`src/core/pci_cfg_pm_defines.svh`:
```
/*
 * offsets, field positions, reset values and timing counts for the
 * configuration-space register bank with its power-management block.
 * assumes the includer works at a 40 MHz core clock.
 */
`ifndef PCI_CFG_PM_DEFINES_SVH
`define PCI_CFG_PM_DEFINES_SVH

// ****************************************
// register byte offsets
// ****************************************
`define OFS_CLASS_REVISION 8'h08
`define OFS_LATENCY_CACHE_LINE 8'h0C
`define OFS_CSR_BASE_ADDRESS 8'h10
`define OFS_SUBSYSTEM_IDENTITY 8'h2C
`define OFS_CAPABILITY_POINTER 8'h34
`define OFS_INTERRUPT_ROUTING 8'h3C
`define OFS_PM_CAPABILITY 8'h50
`define OFS_PM_CONTROL_STATUS 8'h54

// ****************************************
// fixed values and field positions
// ****************************************
`define CLASS_NETWORK 8'h02
`define SUBCLASS_ETHERNET 8'h00
`define CAP_PTR_PM 8'h50
`define CAP_PTR_NONE 8'h00
`define MAX_LAT_VALUE 8'h28
`define MIN_GNT_VALUE 8'h14
`define INT_PIN_INTA 8'h01
`define PM_CAP_ID 8'h01
`define PM_NEXT_PTR 8'h00
`define AUX_CURRENT_NONE 3'h0
`define BASE_ADDR_LSB 11
`define PM_STATUS_BIT 15
`define PM_ENABLE_BIT 8
`define PM_NO_SOFT_RST_BIT 3
`define PSTATE_D0 2'h0
`define PSTATE_D3HOT 2'h3
`define NEW_CAP_STATUS_BIT 20

// ****************************************
// timing
// ****************************************
`define EE_START_CYC 50
`define EE_LOAD_PCI_CYC 27400
`define PCI_REF_MHZ 33
`define CORE_MHZ 40
// least load time, rounded up to whole core cycles
`define EE_LOAD_CORE_CYC ((`EE_LOAD_PCI_CYC * `CORE_MHZ + `PCI_REF_MHZ - 1) / `PCI_REF_MHZ)

`endif

```
`src/core/pci_cfg_pm_pkg.sv`:
```
/*
 * types shared by the configuration-space bank.
 * assumes nothing beyond a SystemVerilog compiler.
 */
package pci_cfg_pm_pkg;

    // ****************************************
    // carriers
    // ****************************************
    typedef struct packed {
        logic write;
        logic [5:0] dword_idx;
        logic [3:0] byte_en_n;
        logic [31:0] wdata;
    } cfg_req_t;

    typedef struct packed {
        logic new_cap;
        logic wake_d3cold;
        logic wake_d2;
        logic wake_d1;
        logic state2_support;
        logic state1_support;
        logic special_init;
        logic wake_clock;
        logic [2:0] pm_version;
    } ee_cfg_t;

    typedef enum logic [1:0] {
        LD_WAIT = 2'b00,
        LD_BUSY = 2'b01,
        LD_DONE = 2'b10
    } load_state_t;

endpackage

```
`src/core/pci_config_space_pm.sv`:
```
/*
 * configuration-space register bank with power-management capability,
 * eeprom-loaded subsystem identity, latency timer and wake output.
 * assumes the bus target front end turns each configuration cycle into one
 * CFG_REQ pulse and that an eeprom loader on CORE_CLK presents its words.
 */
`timescale 1ns/100ps
`include "pci_cfg_pm_defines.svh"

module pci_config_space_pm
    import pci_cfg_pm_pkg::*;
#(
    parameter int EE_LOAD_CYCLES = `EE_LOAD_CORE_CYC,
    parameter bit NO_SOFT_RESET = 1'b0
) (
    input wire logic CORE_CLK, // core clock, 40 MHz
    input wire logic RESET_N, // hardware reset, async, low
    input wire logic POWER_UP_RESET_N, // power-up reset, async, low
    input wire logic CFG_REQ, // one-cycle configuration request
    input wire cfg_req_t CFG_CMD, // request fields, valid with CFG_REQ
    output logic CFG_DONE, // one-cycle normal completion
    output logic CFG_RETRY, // one-cycle retry termination
    output logic [31:0] CFG_RDATA, // read data, valid with CFG_DONE
    input wire logic [31:0] EE_SUBSYS, // eeprom identity word
    input wire ee_cfg_t EE_CFG, // eeprom capability bits
    input wire logic EE_VALID, // eeprom words valid
    input wire logic FRAME_OUT_N, // own master frame, low active
    input wire logic GNT_N, // bus grant pin, low active
    output logic LAT_TERMINATE, // begin master termination
    input wire logic PM_EVENT, // one-cycle power-management event
    output logic WAKE_OUT_N_O, // wake pin output value
    output logic WAKE_OUT_N_OE_N, // wake pin enable, low drives
    output logic NEW_CAP_FLAG, // new-capability status flag
    output logic [15:0] PM_CAP_MIRROR, // mirror of capabilities upper half
    output logic [31:0] CSR_BASE_ADDR, // control/status block base
    output logic [1:0] POWER_STATE, // current power state
    output logic LOAD_DONE, // eeprom load completed
    output logic SOFT_RESET_OUT // one-cycle internal reset request
);

    // ****************************************
    // state
    // ****************************************
    typedef struct packed {
        load_state_t ld;
        logic [19:0] ld_cnt;
        logic [31:0] subsys;
        ee_cfg_t ee;
        logic [7:0] cache_line;
        logic [7:0] lat_timer;
        logic [20:0] base;
        logic [7:0] int_line;
        logic [1:0] pstate;
        logic [2:0] gnt_sync;
        logic frame_q;
        logic lat_run;
        logic [7:0] lat_cnt;
        logic lat_exp;
        logic done;
        logic retry;
        logic [31:0] rdata;
        logic soft_rst;
    } core_state_t;

    typedef struct packed {
        logic wake_status;
        logic wake_enable;
    } pm_keep_t;

    core_state_t cur;
    core_state_t next_cur;
    pm_keep_t keep;
    pm_keep_t next_keep;
    logic [31:0] pm_cap;
    logic [31:0] rd_word;
    logic [7:0] byte_addr;
    logic wr;
    logic rd;
    logic gnt_high;

    // ****************************************
    // decode and read view
    // ****************************************
    // register offset from dword index
    assign byte_addr = {CFG_CMD.dword_idx, 2'b00};
    assign wr = CFG_REQ & CFG_CMD.write;
    assign rd = CFG_REQ & ~CFG_CMD.write;
    // grant counts high once the two late stages are both high
    assign gnt_high = cur.gnt_sync[1] & cur.gnt_sync[2];

    // capability word built from eeprom bits
    assign pm_cap = {cur.ee.wake_d3cold, 1'b1, cur.ee.wake_d2, cur.ee.wake_d1,
                     1'b0, cur.ee.state2_support, cur.ee.state1_support,
                     `AUX_CURRENT_NONE,
                     cur.ee.special_init, 1'b0, cur.ee.wake_clock, cur.ee.pm_version,
                     `PM_NEXT_PTR, `PM_CAP_ID};

    // read mux, zero for anything not implemented
    always_comb begin
        case (byte_addr)
            `OFS_CLASS_REVISION: rd_word = {`CLASS_NETWORK, `SUBCLASS_ETHERNET, 16'h0010};
            `OFS_LATENCY_CACHE_LINE: rd_word = {16'h0000, cur.lat_timer, cur.cache_line};
            `OFS_CSR_BASE_ADDRESS: rd_word = {cur.base, 11'h000};
            `OFS_SUBSYSTEM_IDENTITY: rd_word = cur.subsys;
            `OFS_CAPABILITY_POINTER: rd_word = {24'h00_0000, cur.ee.new_cap ? `CAP_PTR_PM : `CAP_PTR_NONE};
            `OFS_INTERRUPT_ROUTING: rd_word = {`MAX_LAT_VALUE, `MIN_GNT_VALUE, `INT_PIN_INTA, cur.int_line};
            `OFS_PM_CAPABILITY: rd_word = pm_cap;
            `OFS_PM_CONTROL_STATUS: rd_word = {16'h0000, keep.wake_status, 6'h00, keep.wake_enable,
                                               4'h0, NO_SOFT_RESET, 1'b0, cur.pstate};
            default: rd_word = 32'h0000_0000;
        endcase
    end

    // ****************************************
    // next state of hardware-reset domain
    // ****************************************
    always_comb begin
        next_cur = cur;
        next_cur.done = 1'b0;
        next_cur.retry = 1'b0;
        next_cur.soft_rst = 1'b0;
        next_cur.gnt_sync = {cur.gnt_sync[1:0], GNT_N};
        // eeprom load sequencing
        case (cur.ld)
            LD_WAIT: begin
                next_cur.ld_cnt = cur.ld_cnt + 20'd1;
                if (cur.ld_cnt == 20'(`EE_START_CYC - 1)) begin
                    next_cur.ld = LD_BUSY;
                    next_cur.ld_cnt = 20'd0;
                end
            end
            LD_BUSY: begin
                if (cur.ld_cnt != 20'(EE_LOAD_CYCLES)) begin
                    next_cur.ld_cnt = cur.ld_cnt + 20'd1;
                end else if (EE_VALID) begin
                    next_cur.ld = LD_DONE;
                    next_cur.subsys = EE_SUBSYS;
                    next_cur.ee = EE_CFG;
                end
            end
            LD_DONE: next_cur.ld = LD_DONE;
            default: next_cur.ld = LD_WAIT;
        endcase
        // latency counter on own master frame
        next_cur.frame_q = ~FRAME_OUT_N;
        if (FRAME_OUT_N) begin
            next_cur.lat_run = 1'b0;
            next_cur.lat_exp = 1'b0;
            next_cur.lat_cnt = 8'h00;
        end else if (!cur.frame_q) begin
            next_cur.lat_run = 1'b1;
            next_cur.lat_cnt = 8'h00;
            next_cur.lat_exp = (cur.lat_timer == 8'h00);
        end else if (cur.lat_run && !cur.lat_exp) begin
            next_cur.lat_cnt = cur.lat_cnt + 8'h01;
            next_cur.lat_exp = (cur.lat_cnt + 8'h01 >= cur.lat_timer);
        end
        // configuration access
        if (rd) begin
            if (byte_addr == `OFS_SUBSYSTEM_IDENTITY && cur.ld != LD_DONE) begin
                next_cur.retry = 1'b1;
            end else begin
                next_cur.done = 1'b1;
                next_cur.rdata = rd_word;
            end
        end
        if (wr) begin
            next_cur.done = 1'b1;
            case (byte_addr)
                `OFS_LATENCY_CACHE_LINE: begin
                    if (!CFG_CMD.byte_en_n[0]) next_cur.cache_line = CFG_CMD.wdata[7:0];
                    if (!CFG_CMD.byte_en_n[1]) next_cur.lat_timer = CFG_CMD.wdata[15:8];
                end
                `OFS_CSR_BASE_ADDRESS: begin
                    if (!CFG_CMD.byte_en_n[1]) next_cur.base[4:0] = CFG_CMD.wdata[15:11];
                    if (!CFG_CMD.byte_en_n[2]) next_cur.base[12:5] = CFG_CMD.wdata[23:16];
                    if (!CFG_CMD.byte_en_n[3]) next_cur.base[20:13] = CFG_CMD.wdata[31:24];
                end
                `OFS_INTERRUPT_ROUTING: begin
                    if (!CFG_CMD.byte_en_n[0]) next_cur.int_line = CFG_CMD.wdata[7:0];
                end
                `OFS_PM_CONTROL_STATUS: begin
                    if (!CFG_CMD.byte_en_n[0]) begin
                        next_cur.pstate = CFG_CMD.wdata[1:0];
                        // D3hot to D0 under software control
                        if (cur.pstate == `PSTATE_D3HOT && CFG_CMD.wdata[1:0] == `PSTATE_D0
                                && !NO_SOFT_RESET) begin
                            next_cur.soft_rst = 1'b1;
                        end
                    end
                end
                default: next_cur.done = 1'b1;
            endcase
        end
    end

    // ****************************************
    // next state of power-up domain
    // ****************************************
    always_comb begin
        next_keep = keep;
        if (wr && byte_addr == `OFS_PM_CONTROL_STATUS && !CFG_CMD.byte_en_n[1]) begin
            next_keep.wake_enable = CFG_CMD.wdata[`PM_ENABLE_BIT];
            if (CFG_CMD.wdata[`PM_STATUS_BIT]) next_keep.wake_status = 1'b0;
        end
        // a new event wins over a clear in the same cycle
        if (PM_EVENT) next_keep.wake_status = 1'b1;
    end

    // ****************************************
    // registers
    // ****************************************
    // configuration registers return to defaults on hardware reset
    always_ff @(posedge CORE_CLK or negedge RESET_N) begin
        if (!RESET_N) begin
            cur <= '0;
            cur.gnt_sync <= 3'h7;
        end else begin
            cur <= next_cur;
        end
    end

    // wake context survives hardware and software reset
    always_ff @(posedge CORE_CLK or negedge POWER_UP_RESET_N) begin
        if (!POWER_UP_RESET_N) begin
            keep <= '0;
        end else begin
            keep <= next_keep;
        end
    end

    // ****************************************
    // outputs
    // ****************************************
    assign CFG_DONE = cur.done;
    assign CFG_RETRY = cur.retry;
    assign CFG_RDATA = cur.rdata;
    // expired count ends the transfer once grant is withdrawn
    assign LAT_TERMINATE = cur.lat_exp & ~FRAME_OUT_N & gnt_high;
    assign WAKE_OUT_N_O = 1'b0;
    assign WAKE_OUT_N_OE_N = ~(keep.wake_status & keep.wake_enable);
    assign NEW_CAP_FLAG = cur.ee.new_cap;
    assign PM_CAP_MIRROR = pm_cap[31:16];
    assign CSR_BASE_ADDR = {cur.base, 11'h000};
    assign POWER_STATE = cur.pstate;
    assign LOAD_DONE = (cur.ld == LD_DONE);
    assign SOFT_RESET_OUT = cur.soft_rst;
endmodule // pci_config_space_pm

```
`config.mk`:
```
export PLATFORM = sky130hd
export DESIGN_NAME = pci_config_space_pm
export DESIGN_NICKNAME = d
export VERILOG_FILES = /design/src/core/pci_cfg_pm_pkg.sv /design/src/core/pci_config_space_pm.sv
export VERILOG_INCLUDE_DIRS = /design/src /design/src/core
export SDC_FILE = /design/constraint.sdc
export NUM_CORES = 1
export LEC_CHECK = 0
export BUFFER_PORTS_ARGS = -buffer_cell sky130_fd_sc_hd__buf_4
export CAP_MARGIN = 20
export CORE_ASPECT_RATIO = 1.25
export CORE_MARGIN = 3
export CORE_UTILIZATION = 30
export DETAILED_ROUTE_END_ITERATION = 7
export HOLD_SLACK_MARGIN = 0.08
export PLACE_DENSITY = 0.58
export SYNTH_ARGS = -nofsm -noshare
export SYNTH_HDL_FRONTEND = slang
export SYNTH_SLANG_ARGS = --single-unit
```
`constraint.sdc`:
```
create_clock -name CORE_CLK -period 2.4 [get_ports CORE_CLK]
set_clock_uncertainty 0.1 [all_clocks]
set_input_delay 0.48 -clock CORE_CLK [delete_from_list [all_inputs] [get_ports CORE_CLK]]
set_output_delay 0.48 -clock CORE_CLK [all_outputs]
set_load 0.1 [all_outputs]
```
Word-level counts from Yosys, hierarchy flattened
Cells that the tools add are included.
{"block": "word_totals", "ff_bits": 163, "in_bits": 94}
{"block": "op_classes", "n_addsub": 2, "order_cmp": 1, "n_eq_ne": 20, "muxes": 24, "bitwise_logic": 15, "reduce_logical": 25}
{"operator": "32-bit case mux with 8 select lines", "count": 1}
{"operator": "20-bit case mux with 2 select lines", "count": 1}
{"operator": "34-bit 2-to-1 mux", "count": 1}
{"operator": "32-bit 2-to-1 mux", "count": 1}
{"operator": "3-bit AND reduction", "count": 9}
{"operator": "22-bit 2-to-1 mux", "count": 1}
{"operator": "20-bit by 1-bit adder with 20-bit output (second input constant)", "count": 1}
{"operator": "20-bit by 6-bit equality test with 1-bit output (second input constant)", "count": 1}
{"operator": "20-bit 2-to-1 mux", "count": 1}
{"operator": "20-bit by 16-bit != test with 1-bit output (second input constant)", "count": 1}
{"operator": "6-bit by 4-bit equality test with 1-bit output (second input constant)", "count": 3}
{"operator": "9-bit 2-to-1 mux", "count": 2}
{"operator": "6-bit by 2-bit equality test with 1-bit output (second input constant)", "count": 2}
{"operator": "6-bit by 5-bit equality test with 1-bit output (second input constant)", "count": 2}
{"operator": "2-bit != test (second input constant)", "count": 6}
{"operator": "1-bit 2-to-1 mux", "count": 10}
{"operator": "10-bit 2-to-1 mux", "count": 1}
{"operator": "1-bit NOT", "count": 9}
{"operator": "8-bit by 1-bit adder with 8-bit output (second input constant)", "count": 1}
{"operator": "8-bit >= comparator", "count": 1}
{"operator": "8-bit logical NOT", "count": 1}
{"operator": "7-bit 2-to-1 mux", "count": 1}
{"operator": "1-bit bitwise AND", "count": 6}
{"operator": "6-bit by 3-bit equality test with 1-bit output (second input constant)", "count": 1}
{"operator": "10 further kinds", "count": 23}

Longest topological paths before layout
{"block": "depth", "word_depth": 6, "depth_mapped": 9, "ltp_nobuf": 9}

Worst setup path after synthesis
No wires, ideal clock.
{"block": "synth_path", "path_type": "input port to flip-flop", "start": "input CFG_CMD[36] in the netlist's numbering", "end": "register cur, in the netlist CSR_BASE_ADDR[16]", "setup_ns": 0.125, "t_arrival_ns": 2.253, "t_required_ns": 2.175, "slack_ns": -0.078, "stages": 5, "path_buffers": 1, "cell_sequence": "clkbuf_1 or4b_1 nor3_1 nor3b_2 mux2_2"}
{"block": "synth_between", "elab_chain_len": 2}
{"element": "start, declared", "line": "pci_config_space_pm.sv:20", "rtl": "input wire cfg_req_t CFG_CMD,"}
{"element": "6-bit by 3-bit equality test with 1-bit output", "line": "pci_config_space_pm.sv:169", "rtl": "case (byte_addr)"}
{"element": "3-bit AND reduction (no source line)"}
{"element": "end signal, assigned", "line": "pci_config_space_pm.sv:219", "rtl": "cur <= next_cur;"}
{"element": "end, declared", "line": "pci_config_space_pm.sv:70", "rtl": "core_state_t cur;"}
Every way passes these cells.
A chain may end at the register's enable or synchronous reset.

Worst setup path after layout
{"block": "layout_path", "start": "register cur[140] in the netlist's numbering", "end": "register cur[109] in the netlist's numbering"}
{"block": "layout_between", "elab_chain_len": 3}
{"element": "20-bit by 16-bit != test with 1-bit output", "line": "pci_config_space_pm.sv:133", "rtl": "if (cur.ld_cnt != 20'(EE_LOAD_CYCLES)) begin"}
{"element": "1-bit NOT (no source line)"}
{"element": "3-bit AND reduction (no source line)"}
Every way passes these cells.

==> flow_summary.yaml <==
run_status:
  outcome: "finished, violations left"
  violations: "negative setup slack"
cells_and_area:
  antennaDiodeCount: 0
  final_cell_mix: "buf_4 (203), dfrtp_1 (160), mux2_2 (61), nand2_1 (60), mux2_4 (41)"
  finalNetCount: 947
  fillers: 2628
  fin_util_pct: 38.1
  layoutNonFillerInstCount: 1196
  drive_above_1_share_pct: 43.8
  syn_to_final_growth_pct: 24.3
  layout_commonest_cell: "buf_4"
sta:
  relSlewSlack_pct: 59.7
  rsz0062_at_grt: "true"
  setup_viol: 45
  finalHoldViolations: 0
  fin_crit_sh_pct: 104
  tightest_slew_ns: 0.604
  period_minus_slack_ns: 2.49
  fin_tns_setup_ns: -2.94
  fmax_ghz: 0.402
  drv_slew: 0
  fin_ws_ns: -0.0904
yosys:
  synthArstFlopShare_pct: 100
  ys_seq_elements: 163
  synth_flop_cell: "dfrtp_1"
  synth_area_um2: 8270
  synth_cell_types: 61
  postSynthCellCount: 701
  yosysWarnings: 0
  synth_edf_count: 0
  syn_area_per_cell_um2: 11.8
  ys_seq_area_share_pct: 49.4
placed_design:
  placed_cells: 1160
  io_buffers: 165
  gp_congestion: 0.783
  hpwl_mm: 15.6
setup_path:
  cp-end-kind: "flop"
  worstSetupPathType: "flop to flop"
  regToRegSetupSlack_ns: -0.09
  reg2reg_depth: 8
  r2r-end: "cur[109]"
  cp_max_fo: 24
  arrival_ns: 2.70
  crit_required_ns: 2.61
  worstReg2RegStart: "cur[140]"
  critPathLaunchType: "flop"
global_routing:
  track_usage_pct: 14.3
  first_global_vias: 5704
  grt_max_degree: 59
  grt_overflow: 0
  antenna_found_initial: 1
  grt_pass1_wl_mm: 32.9
route:
  wl_mm: 20.8
  post-route-drc-count: 0
  ant_nets: 0
  wl_per_cell_um: 17.4
  num_vias: 5601
  viasPerCell: 4.68
  first_pass_iters: 5
  drt_iter0_markers: 255
pwr:
  p_leak_uw: 0.00520
  ir_drop_uv: 382
  powerDensity_nw_per_um2: 606
  finalPower_uw: 6230
die:
  placeableCoreArea_um2: 27000
  fp.dieW_um: 154
  initial_core_util_pct: 30.6
  io_pins: 184
  rows: 67
  die_h_um: 192
  fp.dieArea_um2: 29600
hold_path:
  worstHoldPathCells: 2
  min_to: "cur[44]"
  hp-class: "primary input to flop"
  worstHoldStart: "FRAME_OUT_N"
clocking:
  path_clk_slew_ns: 0.07
  h-tree-depth: 4
  cts.sinks: 163
  clk_path_buf_depth: 2
  cts_buffers: 17
  clock_latency_ns: 0.44
  cts_tree: "yes"
  root_buffer: "clkbuf_16"
flow_run:
  drv_cap: 0
-- synth_stat cells (4+ instances only) --
master    count  area share, %
ha_1         15            2.3
nor3_1        6           0.36
nand4_1       8           0.61
xor2_1       15            1.6
a222oi_1     14            1.7
and3_1        8           0.61
nand3_1      11           0.67
mux2_4       41            7.4
a21o_1        5           0.45
or3_1         4           0.30
inv_1        17           0.77
nor2_1       23            1.0
o21ai_0      40            2.4
nand2b_1      5           0.38
a22oi_1      12            1.1
buf_12        4           0.97
dfrtp_1     160             48
nand2_1      60            2.7
buf_4        83            7.5
clkbuf_1     22            1.0
a21oi_1      14           0.85
mux2_2       61            8.3
xnor2_1       9           0.95
-- critical path: stages (launching register included) --
cell     delay (ns)
dfrtp_1        0.38
inv_1          0.07
ha_1           0.14
or4b_4         0.48
nor4b_4        0.26
nand4_2        0.14
or2_4          0.28
buf_12         0.19
mux2_4         0.32
-- routing by layer --
layer / share of wire [%] / GRT usage (%) / vias up
met5: 0.096 / 0 / -
met4: 2.2 / 5.16 / 2
met3: 6.0 / 3.45 / 26
met2: 49 / 23.6 / 168
met1: 43 / 18.3 / 2745
li1: - / - / 2660
-- where the power goes --
part / leakage (uW) / internal, uW / switching, uW
logic: 0.00269 / 222 / 507
clock network: 0.000280 / 1470 / 1190
registers: 0.00223 / 2800 / 41.5
-- area by class of cell --
type,instances,area (um2),share of cell area [%]
timing repair buffer,214,1710,16.6
inverter,17,63.8,0.621
tap,345,432,4.20
sequential,163,4080,39.7
multi-input combinational,425,3420,33.3
clock buffer,19,443,4.31
clock inverter,13,129,1.25
-- how the worst max path moves through the flow --
stage	slack, ns	start	to	depth (start not counted)
floorplan	-0.07	cur[139]	NEW_CAP_FLAG	8
global route	-0.16	cur[140]	cur[109]	8
global placement	-0.01	cur[140]	cur[138]	8
CTS	-0.09	cur[140]	cur[109]	8
detailed placement	-0.06	cur[140]	NEW_CAP_FLAG	8
finish	-0.09	cur[140]	cur[109]	8
-- state kept, by name, indices dropped and copies added (netlist names) --
register / count
CFG_DONE: 1
CFG_RDATA: 32
CFG_RETRY: 1
CSR_BASE_ADDR: 21
NEW_CAP_FLAG: 1
PM_CAP_MIRROR: 10
POWER_STATE: 2
SOFT_RESET_OUT: 1
cur: 92
keep: 2
-- cells by family (layout without fill, tap and decap cells) --
group / after synthesis / in the layout / share of synthesized area [%]
flip-flops: 163 / 163 / 49.4
other: 2 / 18 / 0.0908
AO/OA/AOI/OAI: 103 / 103 / 8.35
AND/OR/NAND/NOR: 160 / 160 / 10.7
adder cells (fa/ha/maj): 15 / 15 / 2.27
XOR/XNOR: 24 / 24 / 2.54
multiplexers: 105 / 105 / 16.1
buffers and inverters: 129 / 263 / 10.6
-- what timing repair did --
| item | CTS | global route |
|---|---|---|
| endpoints found under the setup margin | 47 | 57 |
| endpoints found under the hold margin | 55 | 0 |
| hold buffers | 3 | 0 |
| resized for setup | 0 | 1 |
| setup buffers | 1 | 0 |
-- stage by stage --
step	hold WS, ns	worst slack [ns]	area, um2
3_3_place_gp	0.164	-0.0146	9660
4_1_cts	0.0857	-0.0901	10300
3_5_place_dp	0.165	-0.0633	9660
6_report	0.110	-0.0904	10300
5_1_grt	0.0933	-0.164	10300
2_1_floorplan	0.0844	-0.0658	8350
Note: power is estimated with default switching activity, not from simulation.
